File: src/logic/spoc_pkg.sv
// Shared constants for the switch protection and off-time controller
package spoc_pkg;
  // Timebase
  localparam int unsigned CLK_PERIOD_PS = 5000;
  // Leading-edge blanking, least time, rounded up
  localparam int unsigned BLANK_NS      = 250;
  localparam int unsigned BLANK_CYC     =
    (BLANK_NS * 1000 + CLK_PERIOD_PS - 1) / CLK_PERIOD_PS;
  // Maximum on-time, longest time, rounded down
  localparam int unsigned ON_MAX_NS     = 4000;
  localparam int unsigned ON_MAX_CYC    = (ON_MAX_NS * 1000) / CLK_PERIOD_PS;
  // On-interval timeout for runaway protection
  localparam int unsigned ON_TO_NS      = 1000;
  localparam int unsigned ON_TO_CYC     = (ON_TO_NS * 1000) / CLK_PERIOD_PS;
  // Minimum off-time and one off-time step
  localparam int unsigned OFF_MIN_NS    = 8000;
  localparam int unsigned OFF_MIN_CYC   =
    (OFF_MIN_NS * 1000 + CLK_PERIOD_PS - 1) / CLK_PERIOD_PS;
  localparam int unsigned OFF_STEP_NS   = 7000;
  localparam int unsigned OFF_STEP_CYC  = (OFF_STEP_NS * 1000) / CLK_PERIOD_PS;
  // Number of off-time steps above the minimum
  localparam int unsigned OFF_STEPS     = 15;

  // Register byte offsets
  localparam logic [3:0] REG_CTRL   = 4'h0;
  localparam logic [3:0] REG_STATUS = 4'h4;
  localparam logic [3:0] REG_MASK   = 4'h8;
  localparam logic [3:0] REG_STATE  = 4'hc;

  // Control fields
  localparam int unsigned CTRL_EN_BIT = 0;
  localparam logic        CTRL_RST    = 1'b0;

  // Event bits, shared by status and mask
  localparam int unsigned EV_W        = 4;
  localparam int unsigned EV_CLIM     = 0;
  localparam int unsigned EV_UP       = 1;
  localparam int unsigned EV_THERM    = 2;
  localparam int unsigned EV_OVL      = 3;
  localparam logic [EV_W-1:0] MASK_RST = 4'h0;

  // State register fields
  localparam int unsigned ST_GATE_BIT = 0;
  localparam int unsigned ST_OT_BIT   = 1;
  localparam int unsigned ST_CL_BIT   = 2;
  localparam int unsigned ST_IDX_LSB  = 8;

  typedef enum logic [1:0] {
    SPOC_IDLE,
    SPOC_ON,
    SPOC_OFF
  } spoc_state_t;
endpackage

File: src/logic/spoc_ctrl.sv
// Protection and adaptive off-time controller with a Wishbone register port
// Functional notes
// - Current above limit sets the flag, drops gate reset and the gate.
// - Current-limit flag clears only after the switching pulse falls.
// - Flag is held off for a blanking interval after gate rises.
// - On-time shorter than timeout lengthens next off-time one step.
// - On-time longer than timeout shortens next off-time one step.
// - Off-time steps every cycle while on-time stays on one side.
// - Off-time saturates at the overload maximum.
// - Start at overload maximum off-time, step down to the minimum.
// - Over-temperature inhibits all switch pulses.
// - Switching resumes only when over-temperature indication clears.
// - A cycle starts only while feedback input is below reference.
// - On-pulse ends at peak current or maximum on-time, first wins.
//
// Design decisions made here: register access over Wishbone and the register offsets.
module spoc_ctrl #(
  parameter int unsigned CNT_W        = 20,
  parameter int unsigned STEPS        = spoc_pkg::OFF_STEPS,
  parameter int unsigned OFF_MIN      = spoc_pkg::OFF_MIN_CYC,
  parameter int unsigned OFF_STEP     = spoc_pkg::OFF_STEP_CYC,
  parameter int unsigned ON_MAX       = spoc_pkg::ON_MAX_CYC,
  parameter int unsigned ON_TO        = spoc_pkg::ON_TO_CYC,
  parameter int unsigned BLANK        = spoc_pkg::BLANK_CYC
) (
  input  wire logic        clk_i,
  input  wire logic        rst_i,
  // Analog front end
  input  wire logic        cur_over_i,
  input  wire logic        fb_below_ref_i,
  input  wire logic        over_temp_i,
  // Switch drive
  output logic             gate_o,
  output logic             gate_reset_n_o,
  output logic             cur_limit_o,
  output logic             irq_o,
  // Wishbone slave
  input  wire logic        wb_cyc_i,
  input  wire logic        wb_stb_i,
  input  wire logic        wb_we_i,
  input  wire logic [3:0]  wb_adr_i,
  input  wire logic [3:0]  wb_sel_i,
  input  wire logic [31:0] wb_dat_i,
  output logic [31:0]      wb_dat_o,
  output logic             wb_ack_o
);
  localparam int unsigned IDX_W = $clog2(STEPS + 1);
  localparam logic [IDX_W-1:0] IDX_MAX = IDX_W'(STEPS);
  localparam logic [IDX_W-1:0] IDX_MIN = '0;
  localparam logic [CNT_W-1:0] BLANK_C = CNT_W'(BLANK);
  localparam logic [CNT_W-1:0] ON_MAX_C = CNT_W'(ON_MAX);
  localparam logic [CNT_W-1:0] ON_TO_C = CNT_W'(ON_TO);

  spoc_pkg::spoc_state_t state_q;
  logic [CNT_W-1:0]      on_cnt_q;
  logic [CNT_W-1:0]      off_cnt_q;
  logic [CNT_W-1:0]      off_len;
  logic [IDX_W-1:0]      idx_q;
  logic                  gate_q;
  logic                  gate_reset_n_q;
  logic                  cl_q;
  logic                  ot_q;
  logic                  en_q;
  logic [spoc_pkg::EV_W-1:0] status_q;
  logic [spoc_pkg::EV_W-1:0] mask_q;
  logic [spoc_pkg::EV_W-1:0] ev;
  logic                  irq_q;
  logic                  ack_q;
  logic [31:0]           dat_q;
  logic                  blanked;
  logic                  trip;
  logic                  on_end;
  logic                  short_on;
  logic                  long_on;
  logic                  wr_acc;

  // Off interval length for a given step index
  function automatic logic [CNT_W-1:0] off_cycles(
    input logic [IDX_W-1:0] idx);
    off_cycles = CNT_W'(OFF_MIN) + CNT_W'(idx) * CNT_W'(OFF_STEP);
  endfunction

  // Register hit decode, used by the write paths; the read path decodes in a case
  function automatic logic hit(input logic [3:0] adr,
                               input logic [3:0] off);
    hit = (adr == off);
  endfunction

  // Pulse conditions
  assign blanked  = on_cnt_q < BLANK_C;
  assign trip     = cur_over_i && !blanked;
  assign on_end   = trip || (on_cnt_q >= ON_MAX_C - 1'b1) || ot_q;
  assign short_on = on_cnt_q + 1'b1 < ON_TO_C;
  assign long_on  = on_cnt_q + 1'b1 > ON_TO_C;
  assign off_len  = off_cycles(idx_q);
  // Writes land on the edge where the master sees ack, not before it
  assign wr_acc   = wb_cyc_i && wb_stb_i && wb_we_i && ack_q;

  // Thermal indication; sensor hysteresis decides when it clears
  always_ff @(posedge clk_i) begin
    if (rst_i) begin
      ot_q <= 1'b0;
    end else begin
      ot_q <= over_temp_i;
    end
  end

  // Switching sequencer
  always_ff @(posedge clk_i) begin
    if (rst_i) begin
      state_q   <= spoc_pkg::SPOC_IDLE;
      on_cnt_q  <= '0;
      off_cnt_q <= '0;
      gate_q    <= 1'b0;
    end else begin
      unique case (state_q)
        spoc_pkg::SPOC_IDLE: begin
          on_cnt_q <= '0;
          // Only start with feedback low, enabled and cool
          if (en_q && fb_below_ref_i && !ot_q) begin
            gate_q  <= 1'b1;
            state_q <= spoc_pkg::SPOC_ON;
          end
        end
        spoc_pkg::SPOC_ON: begin
          if (on_end) begin
            gate_q    <= 1'b0;
            off_cnt_q <= '0;
            state_q   <= spoc_pkg::SPOC_OFF;
          end else begin
            on_cnt_q <= on_cnt_q + 1'b1;
          end
        end
        spoc_pkg::SPOC_OFF: begin
          // Off interval uses the index set at turn-off
          if (off_cnt_q >= off_len - 1'b1) begin
            state_q <= spoc_pkg::SPOC_IDLE;
          end else begin
            off_cnt_q <= off_cnt_q + 1'b1;
          end
        end
      endcase
    end
  end

  // Current-limit flag and gate reset; cleared once gate has fallen
  always_ff @(posedge clk_i) begin
    if (rst_i) begin
      cl_q   <= 1'b0;
      gate_reset_n_q <= 1'b1;
    end else if (state_q == spoc_pkg::SPOC_ON && trip) begin
      cl_q   <= 1'b1;
      gate_reset_n_q <= 1'b0;
    end else if (state_q == spoc_pkg::SPOC_OFF && !gate_q) begin
      cl_q   <= 1'b0;
      gate_reset_n_q <= 1'b1;
    end
  end

  // Off-time step index; reset loads the overload maximum (soft start)
  always_ff @(posedge clk_i) begin
    if (rst_i) begin
      idx_q <= IDX_MAX;
    end else if (state_q == spoc_pkg::SPOC_ON && on_end) begin
      if (short_on && idx_q != IDX_MAX) begin
        idx_q <= idx_q + 1'b1;
      end else if (long_on && idx_q != IDX_MIN) begin
        idx_q <= idx_q - 1'b1;
      end
    end
  end

  // Events raised by the controller
  always_comb begin
    ev = '0;
    ev[spoc_pkg::EV_CLIM]  = state_q == spoc_pkg::SPOC_ON && trip;
    ev[spoc_pkg::EV_UP]    = state_q == spoc_pkg::SPOC_ON && on_end &&
                             short_on;
    ev[spoc_pkg::EV_THERM] = over_temp_i && !ot_q;
    ev[spoc_pkg::EV_OVL]   = state_q == spoc_pkg::SPOC_ON && on_end &&
                             short_on && idx_q == IDX_MAX;
  end

  // Sticky status; a new event beats a write-one clear
  always_ff @(posedge clk_i) begin
    if (rst_i) begin
      status_q <= '0;
    end else if (wr_acc && hit(wb_adr_i, spoc_pkg::REG_STATUS) &&
                 wb_sel_i[0]) begin
      status_q <= (status_q & ~wb_dat_i[spoc_pkg::EV_W-1:0]) | ev;
    end else begin
      status_q <= status_q | ev;
    end
  end

  // Control and mask registers
  always_ff @(posedge clk_i) begin
    if (rst_i) begin
      en_q   <= spoc_pkg::CTRL_RST;
      mask_q <= spoc_pkg::MASK_RST;
    end else if (wr_acc && wb_sel_i[0]) begin
      if (hit(wb_adr_i, spoc_pkg::REG_CTRL)) begin
        en_q <= wb_dat_i[spoc_pkg::CTRL_EN_BIT];
      end
      if (hit(wb_adr_i, spoc_pkg::REG_MASK)) begin
        mask_q <= wb_dat_i[spoc_pkg::EV_W-1:0];
      end
    end
  end

  // Interrupt level, registered so the pin comes from a flop
  always_ff @(posedge clk_i) begin
    if (rst_i) begin
      irq_q <= 1'b0;
    end else begin
      irq_q <= |(status_q & mask_q);
    end
  end

  // Bus answer one edge after the request; unmapped reads return zero
  always_ff @(posedge clk_i) begin
    if (rst_i) begin
      ack_q <= 1'b0;
      dat_q <= 32'h0000_0000;
    end else begin
      ack_q <= wb_cyc_i && wb_stb_i && !ack_q;
      dat_q <= 32'h0000_0000;
      if (wb_cyc_i && wb_stb_i && !wb_we_i && !ack_q) begin
        unique case (wb_adr_i)
          spoc_pkg::REG_CTRL:
            dat_q[spoc_pkg::CTRL_EN_BIT] <= en_q;
          spoc_pkg::REG_STATUS:
            dat_q[spoc_pkg::EV_W-1:0] <= status_q;
          spoc_pkg::REG_MASK:
            dat_q[spoc_pkg::EV_W-1:0] <= mask_q;
          spoc_pkg::REG_STATE: begin
            dat_q[spoc_pkg::ST_GATE_BIT] <= gate_q;
            dat_q[spoc_pkg::ST_OT_BIT]   <= ot_q;
            dat_q[spoc_pkg::ST_CL_BIT]   <= cl_q;
            dat_q[spoc_pkg::ST_IDX_LSB +: IDX_W] <= idx_q;
          end
          default: dat_q <= 32'h0000_0000;
        endcase
      end
    end
  end

  assign gate_o         = gate_q;
  assign gate_reset_n_o = gate_reset_n_q;
  assign cur_limit_o    = cl_q;
  assign irq_o          = irq_q;
  assign wb_ack_o       = ack_q;
  assign wb_dat_o       = dat_q;
endmodule

File: config.mk
export PLATFORM = sky130hd
export DESIGN_NAME = spoc_ctrl
export DESIGN_NICKNAME = d
export VERILOG_FILES = /design/src/logic/spoc_pkg.sv /design/src/logic/spoc_ctrl.sv
export SDC_FILE = /design/constraint.sdc
export NUM_CORES = 1
export LEC_CHECK = 0
export BUFFER_PORTS_ARGS = -buffer_cell sky130_fd_sc_hd__buf_4
export CAP_MARGIN = 25
export CORE_MARGIN = 4
export CORE_UTILIZATION = 62
export CTS_CLUSTER_SIZE = 16
export DETAILED_ROUTE_END_ITERATION = 8
export GPL_TIMING_DRIVEN = 0
export PLACE_DENSITY = 0.94
export SLEW_MARGIN = 20
export SYNTH_ARGS = -nofsm -noshare
export SYNTH_HDL_FRONTEND = slang
export SYNTH_SLANG_ARGS = --single-unit
export TNS_END_PERCENT = 20
File: constraint.sdc
create_clock -name clk_i -period 13.7 [get_ports clk_i]
set_clock_uncertainty 0.2 [all_clocks]
set_input_delay 1.37 -clock clk_i [delete_from_list [all_inputs] [get_ports clk_i]]
set_output_delay 1.37 -clock clk_i [all_outputs]
set_load 0.1 [all_outputs]
==> results of run 1 <==
==> per-layer routing <==
| metal | vias to the layer above | share of wire (%) | global-route usage [%] |
|---|---|---|---|
| li1 | 2262 | - | - |
| met1 | 2270 | 39 | 32.2 |
| met2 | 304 | 49 | 45.5 |
| met3 | 72 | 8.2 | 5.96 |
| met4 | 0 | 3.7 | 13.9 |
| met5 | - | 0 | 0 |
==> flip-flops by register name (all words and copies together) (netlist names) <==
register and cells:
wb_dat_o 8, off_cnt_q 20, en_q 1, cur_limit_o 1, status_q 4, wb_ack_o 1
on_cnt_q 20, mask_q 4, irq_o 1, idx_q 4, gate_o 1, ot_q 1
state_q 2, gate_reset_n_o 1
==> per-stage QoR <==
step / instances / utilization, % / area (um2) / setup WS, ns
after detailed placement: 749 / 69.1 / 5340 / 7.29
after floorplan: 620 / - / 5010 / 7.97
after CTS: 765 / 71.8 / 5550 / 7.22
after global routing: 765 / 71.8 / 5550 / 6.72
after global placement: 749 / 69.1 / 5340 / 7.49
final: 765 / 71.8 / 5550 / 7.15
==> synthesized netlist by cell type (all sizes together), types with 6 or more instances <==
cell,number
dfxtp,69
nor2,46
a21oi,45
ha,39
nand2,35
buf,32
o21ai,31
clkbuf,25
inv,24
nor3,22
and3,20
nand3,19
nand4,17
a21o,11
mux2i,10
and4,9
or3,9
xor2,9
o211ai,7
a22oi,6
fa,6
nand2b,6
nand3b,6
nor2b,6
or2,6
xnor2,6
==> cells by family after synthesis <==
| group | Yosys count | synth area share (%) |
|---|---|---|
| adder cells (fa/ha/maj) | 45 | 12.3 |
| XOR/XNOR | 15 | 2.67 |
| flip-flops | 69 | 28.0 |
| buffers and inverters | 81 | 8.46 |
| AO/OA/AOI/OAI | 151 | 21.0 |
| AND/OR/NAND/NOR | 222 | 24.5 |
| multiplexers | 13 | 2.95 |
| other | 1 | 0.0761 |
==> power by group through the flow <==
| stage | Sequential (W) | Combinational, W | Clock, W |
|---|---|---|---|
| finish | 0.000205 | 0.0000776 | 0.000175 |
| global route | 0.000205 | 0.0000811 | 0.000185 |
| CTS | 0.000205 | 0.0000757 | 0.000175 |
| detailed placement | 0.000209 | 0.0000752 | 0 |
| global placement | 0.000209 | 0.0000735 | 0 |
| floorplan | 0.000213 | 0.0000575 | 0 |
==> layout make-up <==
class | count | share of cell area (%)
inverters | 24 | 1.62
clock inverters | 7 | 1.51
well taps | 102 | 2.30
clock buffers | 9 | 2.23
multi-input cells | 470 | 57.9
repair buffers | 27 | 3.65
flip-flops and latches | 69 | 24.9
plain buffers | 57 | 5.88
==> worst max-delay path by stage <==
stage	start	end	slack (ns)	cells past startpoint
after CTS	idx_q[1]	off_cnt_q[4]	7.22	19
after detailed placement	idx_q[1]	off_cnt_q[4]	7.29	19
final	idx_q[1]	off_cnt_q[4]	7.15	19
after global placement	idx_q[1]	off_cnt_q[4]	7.49	18
after global routing	idx_q[1]	off_cnt_q[4]	6.72	19
after floorplan	idx_q[1]	off_cnt_q[4]	7.97	18
==> flow_metrics.tcl, run 1 <==
set metrics [dict create \
    share_of_synthesized_registers_carrying_an_async_set_or_reset_pct 0 \
    number_of_cells_traversed_by_the_worst_hold_path 1 \
    worst_r2r_path_depth 19 \
    critical_path_arrival_ns 6.57 \
    grt_first_pass_wirelength_um 21600 \
    fin_crit_sh_pct 47.8 \
    grt_use_total_pct 27.0 \
    regArea_mm2 0.00138 \
    finalNetCount 751 \
    layout_common_cells "69 x dfxtp_1, 52 x buf_4, 45 x a21oi_1, 45 x nor2_1, 39 x ha_1" \
    fillers 543 \
    cpPeakStageDelay_ns 0.59 \
    power.share.combinational_pct 17.0 \
    p_clk_share_pct 38.3 \
    starting_drt_drc_count 519 \
    drt_wl_total_um 12900 \
    worstMarginPinSlew_ns 0.689 \
    buffer_ports.inserted 27 \
    routedWlPerCell_um 16.9 \
    cts.clk_slew.worst_paths_ns 0.08 \
    timing.hold.worst.class "reg2reg" \
    antenna_violations_before_repair 0 \
    multi_input_area_mm2 0.00321 \
    net-switching-power_w 0.000151 \
    dieArea_mm2 0.00944 \
    cts_tree "built" \
    synthDominantAreaCellType "dfxtp_1" \
    antenna-diode-count 0 \
    seqPwrFrac_pct 44.7 \
    cts_inserted_buffers 9 \
    critPathBufInv 1 \
    die_w_um 97.1 \
    sw_share_pct 33.0 \
    total_leakage_power_nw 2.34 \
    rsz0062_at_grt "false" \
    max_cap_viol_count 0 \
    place.gp.congestion 0.971 \
    fp.dieH_um 97.1 \
    synthesis.area_mm2 0.00493 \
    grt_pass1_vias 4767 \
    firstDrtPassIters 5 \
    synth-warning-count 0 \
    fin_total_pwr_w 0.000457 \
    share_of_post_route_cells_with_drive_strength_above_1_pct 14.9 \
    ctsHtreeMaxLevel 3 \
    hold_fix_buffers_at_cts 0 \
    numClockSinks 69 \
    ys_dominant_reg_cell "dfxtp_1" \
    final_max_slew_viol_count 0 \
    slew_headroom_pct 53.8 \
    detail-route-antenna-nets 0 \
    worst_skew_pair.late_latency_ns 0.36 \
    grt_start_max_net_pins 15 \
    grt_remaining_overflow 0 \
    core_mm2 0.00773 \
    rows 32 \
    place.detailed.hpwl_um 9510 \
    clock_tree.root_cell "clkbuf_8" \
    report.final.hold_viol_count 0 \
    timing.critical_path.slowest_stage_cell "dfxtp_1" \
    worstHoldEndpoint "off_cnt_q[19]" \
    timing.final.setup_violations 0 \
    power_report.internal_total_w 0.000307 \
    count_of_vias_placed_by_the_detailed_router 4908 \
    max_freq_ghz 0.153 \
    route.detailed.vias_per_inst 6.42 \
    cts_buffer_depth 2 \
    most_common_cell_after_layout_fill_and_taps_aside "dfxtp_1" \
    synth.yosys.seq_area_share_pct 28.0 \
    cp-start-kind "register" \
    worstPathRequired_ns 13.72 \
    setup_total_negative_slack_ns 0 \
    critical_path.top_delay_family "compound AO/OA/AOI/OAI gates" \
    synth_top_area_share_pct 28.0 \
    yosysUniqueCellTypes 76 \
    ioPinCount 85 \
    worstHoldStart "off_cnt_q[19]" \
    hold-worst-slack_ns 0.280 \
    r2r_end "off_cnt_q[4]" \
    synthToLayoutAreaGrowth_pct 12.7 \
    crit-reg2reg-launch "idx_q[1]" \
    power.ir.vdd_worst_mv 0.0488 \
    pwr_density_cell_mw_per_mm2 82.4 \
    syn_avg_cell_area_um2 8.25 \
    effective_utilization_at_floorplan_pct 63.7 \
    remaining_drc_errors 0 \
    crit_type "reg2reg" \
    synth_enable_flop_cells 0 \
    reg2reg_slack_ns 7.15 \
    flops_latches_synth 69 \
    min_period_ns 6.55 \
    endpoint_kind "register" \
    yosys-top-cells-area "dfxtp_1 28%, ha_1 9.9%, a21oi_1 4.6%, buf_4 3.8%, nor2_1 3.4%" \
    post_cts.resized_instances 0 \
    syn-instance-count 597 \
    cts_post_setup_buffers_inserted 0 \
    path_cells "fa_1 > fa_1 > fa_1 > a21o_1 > a21oi_1 > nor2b_1 > o31a_1 > a21oi_1 > o2111ai_1 > xnor2_1 > ha_1 > a21o_1 > a21o_1 > a2111oi_2 > o211ai_1 > o21a_1 > buf_2 > o311ai_0 > o31ai_1" \
    worstPathMaxFanout 10 \
    status "complete, no violations" \
]
Note: power is estimated with default switching activity, not from simulation.
==> run 2, diff against run 1 <==
--- a/config.mk
+++ b/config.mk
@@ -8,11 +8,11 @@
 export BUFFER_PORTS_ARGS = -buffer_cell sky130_fd_sc_hd__buf_4
 export CAP_MARGIN = 25
 export CORE_MARGIN = 4
-export CORE_UTILIZATION = 62
+export CORE_UTILIZATION = 52
 export CTS_CLUSTER_SIZE = 16
 export DETAILED_ROUTE_END_ITERATION = 8
 export GPL_TIMING_DRIVEN = 0
-export PLACE_DENSITY = 0.94
+export PLACE_DENSITY = 0.85
 export SLEW_MARGIN = 20
 export SYNTH_ARGS = -nofsm -noshare
 export SYNTH_HDL_FRONTEND = slang
==> constraint.sdc (replaced) <==
create_clock -name clk_i -period 5.8 [get_ports clk_i]
set_clock_uncertainty 0.2 [all_clocks]
set_input_delay 0.58 -clock clk_i [delete_from_list [all_inputs] [get_ports clk_i]]
set_output_delay 0.58 -clock clk_i [all_outputs]
set_load 0.1 [all_outputs]
==> run 2 against run 1 <==
Via count shrank 3.5%. Core utilization shrank 9.4 points. Sequential cell count is the same. Critical endpoint is now off_cnt_q[12]. Largest power group unchanged.
==> flow_metrics.tcl, run 2 (synthesis gave the netlist of run 1 again) <==
set metrics [dict create \
    status "complete, no violations" \
    layout_setup_ws_ns 0.104 \
    wirelength_met1_um 5170 \
    r2r_end "off_cnt_q[12]" \
    clock_tree.root_cell "clkbuf_8" \
    routedWlPerCell_um 16.0 \
    firstDrtPassIters 5 \
    total_leakage_power_nw 2.39 \
    most_common_cell_after_layout_fill_and_taps_aside "dfxtp_1" \
    cpPeakStageDelay_ns 0.60 \
    starting_drt_drc_count 425 \
    fillers 745 \
    wl_met3_um 898 \
    worstPathMaxFanout 7 \
    worstMarginPinSlew_ns 0.727 \
    worst_r2r_path_depth 18 \
    timing.hold.worst.class "in2reg" \
    report.final.hold_viol_count 0 \
    drt_wl_total_um 12800 \
    grt_pass1_vias 4529 \
    pwr_density_cell_mw_per_mm2 194 \
    hold_fix_buffers_at_cts 0 \
    rsz0062_at_grt "true" \
    worst_skew_pair.late_latency_ns 0.36 \
    place.detailed.hpwl_um 9340 \
    max_freq_ghz 0.176 \
    reg2reg_slack_ns 0.10 \
    remaining_drc_errors 0 \
    pre_cts_slack_ns -0.515 \
    synthToLayoutAreaGrowth_pct 17.1 \
    power.ir.vdd_worst_mv 0.0969 \
    timing.critical_path.from "idx_q[3]" \
    timing.final.setup_violations 0 \
    rows 35 \
    crit-reg2reg-launch "idx_q[3]" \
    finalNonFillerCells 800 \
    met2WireLength_um 6250 \
    timing.critical_path.slowest_stage_cell "fa_1" \
    path_cells "fa_1 > fa_2 > fa_2 > a21o_1 > a21oi_2 > nor2b_1 > o31a_1 > a21oi_4 > or4b_1 > nor4bb_1 > ha_1 > a21o_1 > a2111oi_4 > o211ai_1 > o21a_2 > buf_4 > o211a_1 > a311o_1" \
    grt_remaining_overflow 0 \
    crit_type "reg2reg" \
    antenna_violations_before_repair 0 \
    ctsHtreeMaxLevel 3 \
    grt_first_pass_wirelength_um 21000 \
    maxUsedRoutingLayer "met4" \
    critical_path_arrival_ns 5.74 \
    fp.dieH_um 105 \
    effective_utilization_at_floorplan_pct 53.3 \
    final_max_slew_viol_count 0 \
    die_w_um 105 \
    numClockSinks 69 \
    dieArea_mm2 0.0111 \
    hold-worst-slack_ns 0.245 \
    count_of_vias_placed_by_the_detailed_router 4737 \
    layout_common_cells "65 x dfxtp_1, 61 x buf_4, 45 x nor2_1" \
    antenna-diode-count 0 \
    regArea_mm2 0.00139 \
    ioPinCount 85 \
    core_mm2 0.00924 \
    cp-start-kind "register" \
    place.gp.congestion 0.953 \
    detail-route-antenna-nets 0 \
    cts_buffer_depth 2 \
    cts_tree "built" \
    setup_total_negative_slack_ns 0 \
    slew_headroom_pct 51.2 \
    share_of_post_route_cells_with_drive_strength_above_1_pct 18.5 \
    endpoint_kind "register" \
    timing.critical_path.to "off_cnt_q[12]" \
    placedCellCount 776 \
    min_period_ns 5.70 \
    fin_total_pwr_w 0.00112 \
    grt_use_total_pct 22.8 \
    buffer_ports.inserted 27 \
    finalNetCount 759 \
    max_cap_viol_count 0 \
    cts_inserted_buffers 9 \
    cts.clk_slew.worst_paths_ns 0.08 \
    worstPathRequired_ns 5.85 \
    grt_start_max_net_pins 14 \
    fin_crit_sh_pct 98.2 \
    multi_input_area_mm2 0.00331 \
    route.detailed.vias_per_inst 5.92 \
]
==> run 2: how the worst min path moves through the flow <==
stage | start | endpoint | slack, ns | cells after the start
floorplan | mask_q[3] | wb_dat_o[3] | 0.24 | 2
global placement | off_cnt_q[19] | off_cnt_q[19] | 0.26 | 1
detailed placement | mask_q[3] | wb_dat_o[3] | 0.28 | 2
CTS | over_temp_i | ot_q | 0.25 | 2
global route | over_temp_i | ot_q | 0.27 | 2
finish | over_temp_i | ot_q | 0.24 | 2
==> run 2: repair_timing <==
item	in CTS	in global routing
gates resized for setup	15	15
setup buffers	1	7
pin swaps	2	8
setup endpoints to repair	22	22
==> run 2: metrics by stage <==
| step | utilization [%] | area (um2) |
|---|---|---|
| final | 62.4 | 5770 |
| after global routing | 62.4 | 5770 |
| after CTS | 61.2 | 5660 |
| after detailed placement | 58.2 | 5380 |
| after global placement | 58.2 | 5380 |
| after floorplan | - | 5010 |
==> run 2: routing by layer <==
| metal | track usage (%) | up-vias |
|---|---|---|
| li1 | - | 2281 |
| met1 | 28.1 | 2182 |
| met2 | 37.9 | 228 |
| met3 | 3.98 | 46 |
| met4 | 12.3 | 0 |
| met5 | 0 | - |
==> run 2: where the power goes <==
part	internal (W)	leakage (nW)	switching (W)
Sequential	0.000477	0.556	0.00000525
Clock	0.000243	0.106	0.000203
Combinational	0.0000467	1.73	0.000142
Total	0.000767	2.39	0.000351
==> run 2: final cells by class <==
cell class	count	area share, %
inverters	24	1.56
multi-input cells	470	57.3
clock buffers	9	2.15
clock inverters	7	1.69
repair buffers	35	4.56
flip-flops and latches	69	24.1
plain buffers	57	5.81
well taps	129	2.80
==> run 2: critical path, delay by kind of cell, from the launching register on <==
| kind | cells | cell delay (ns) |
|---|---|---|
| fa+ha+maj | 4 | 1.80 |
| buf+inv | 1 | 0.15 |
| simple gates | 3 | 0.70 |
| compound gates | 10 | 2.35 |
| flops | 1 | 0.38 |
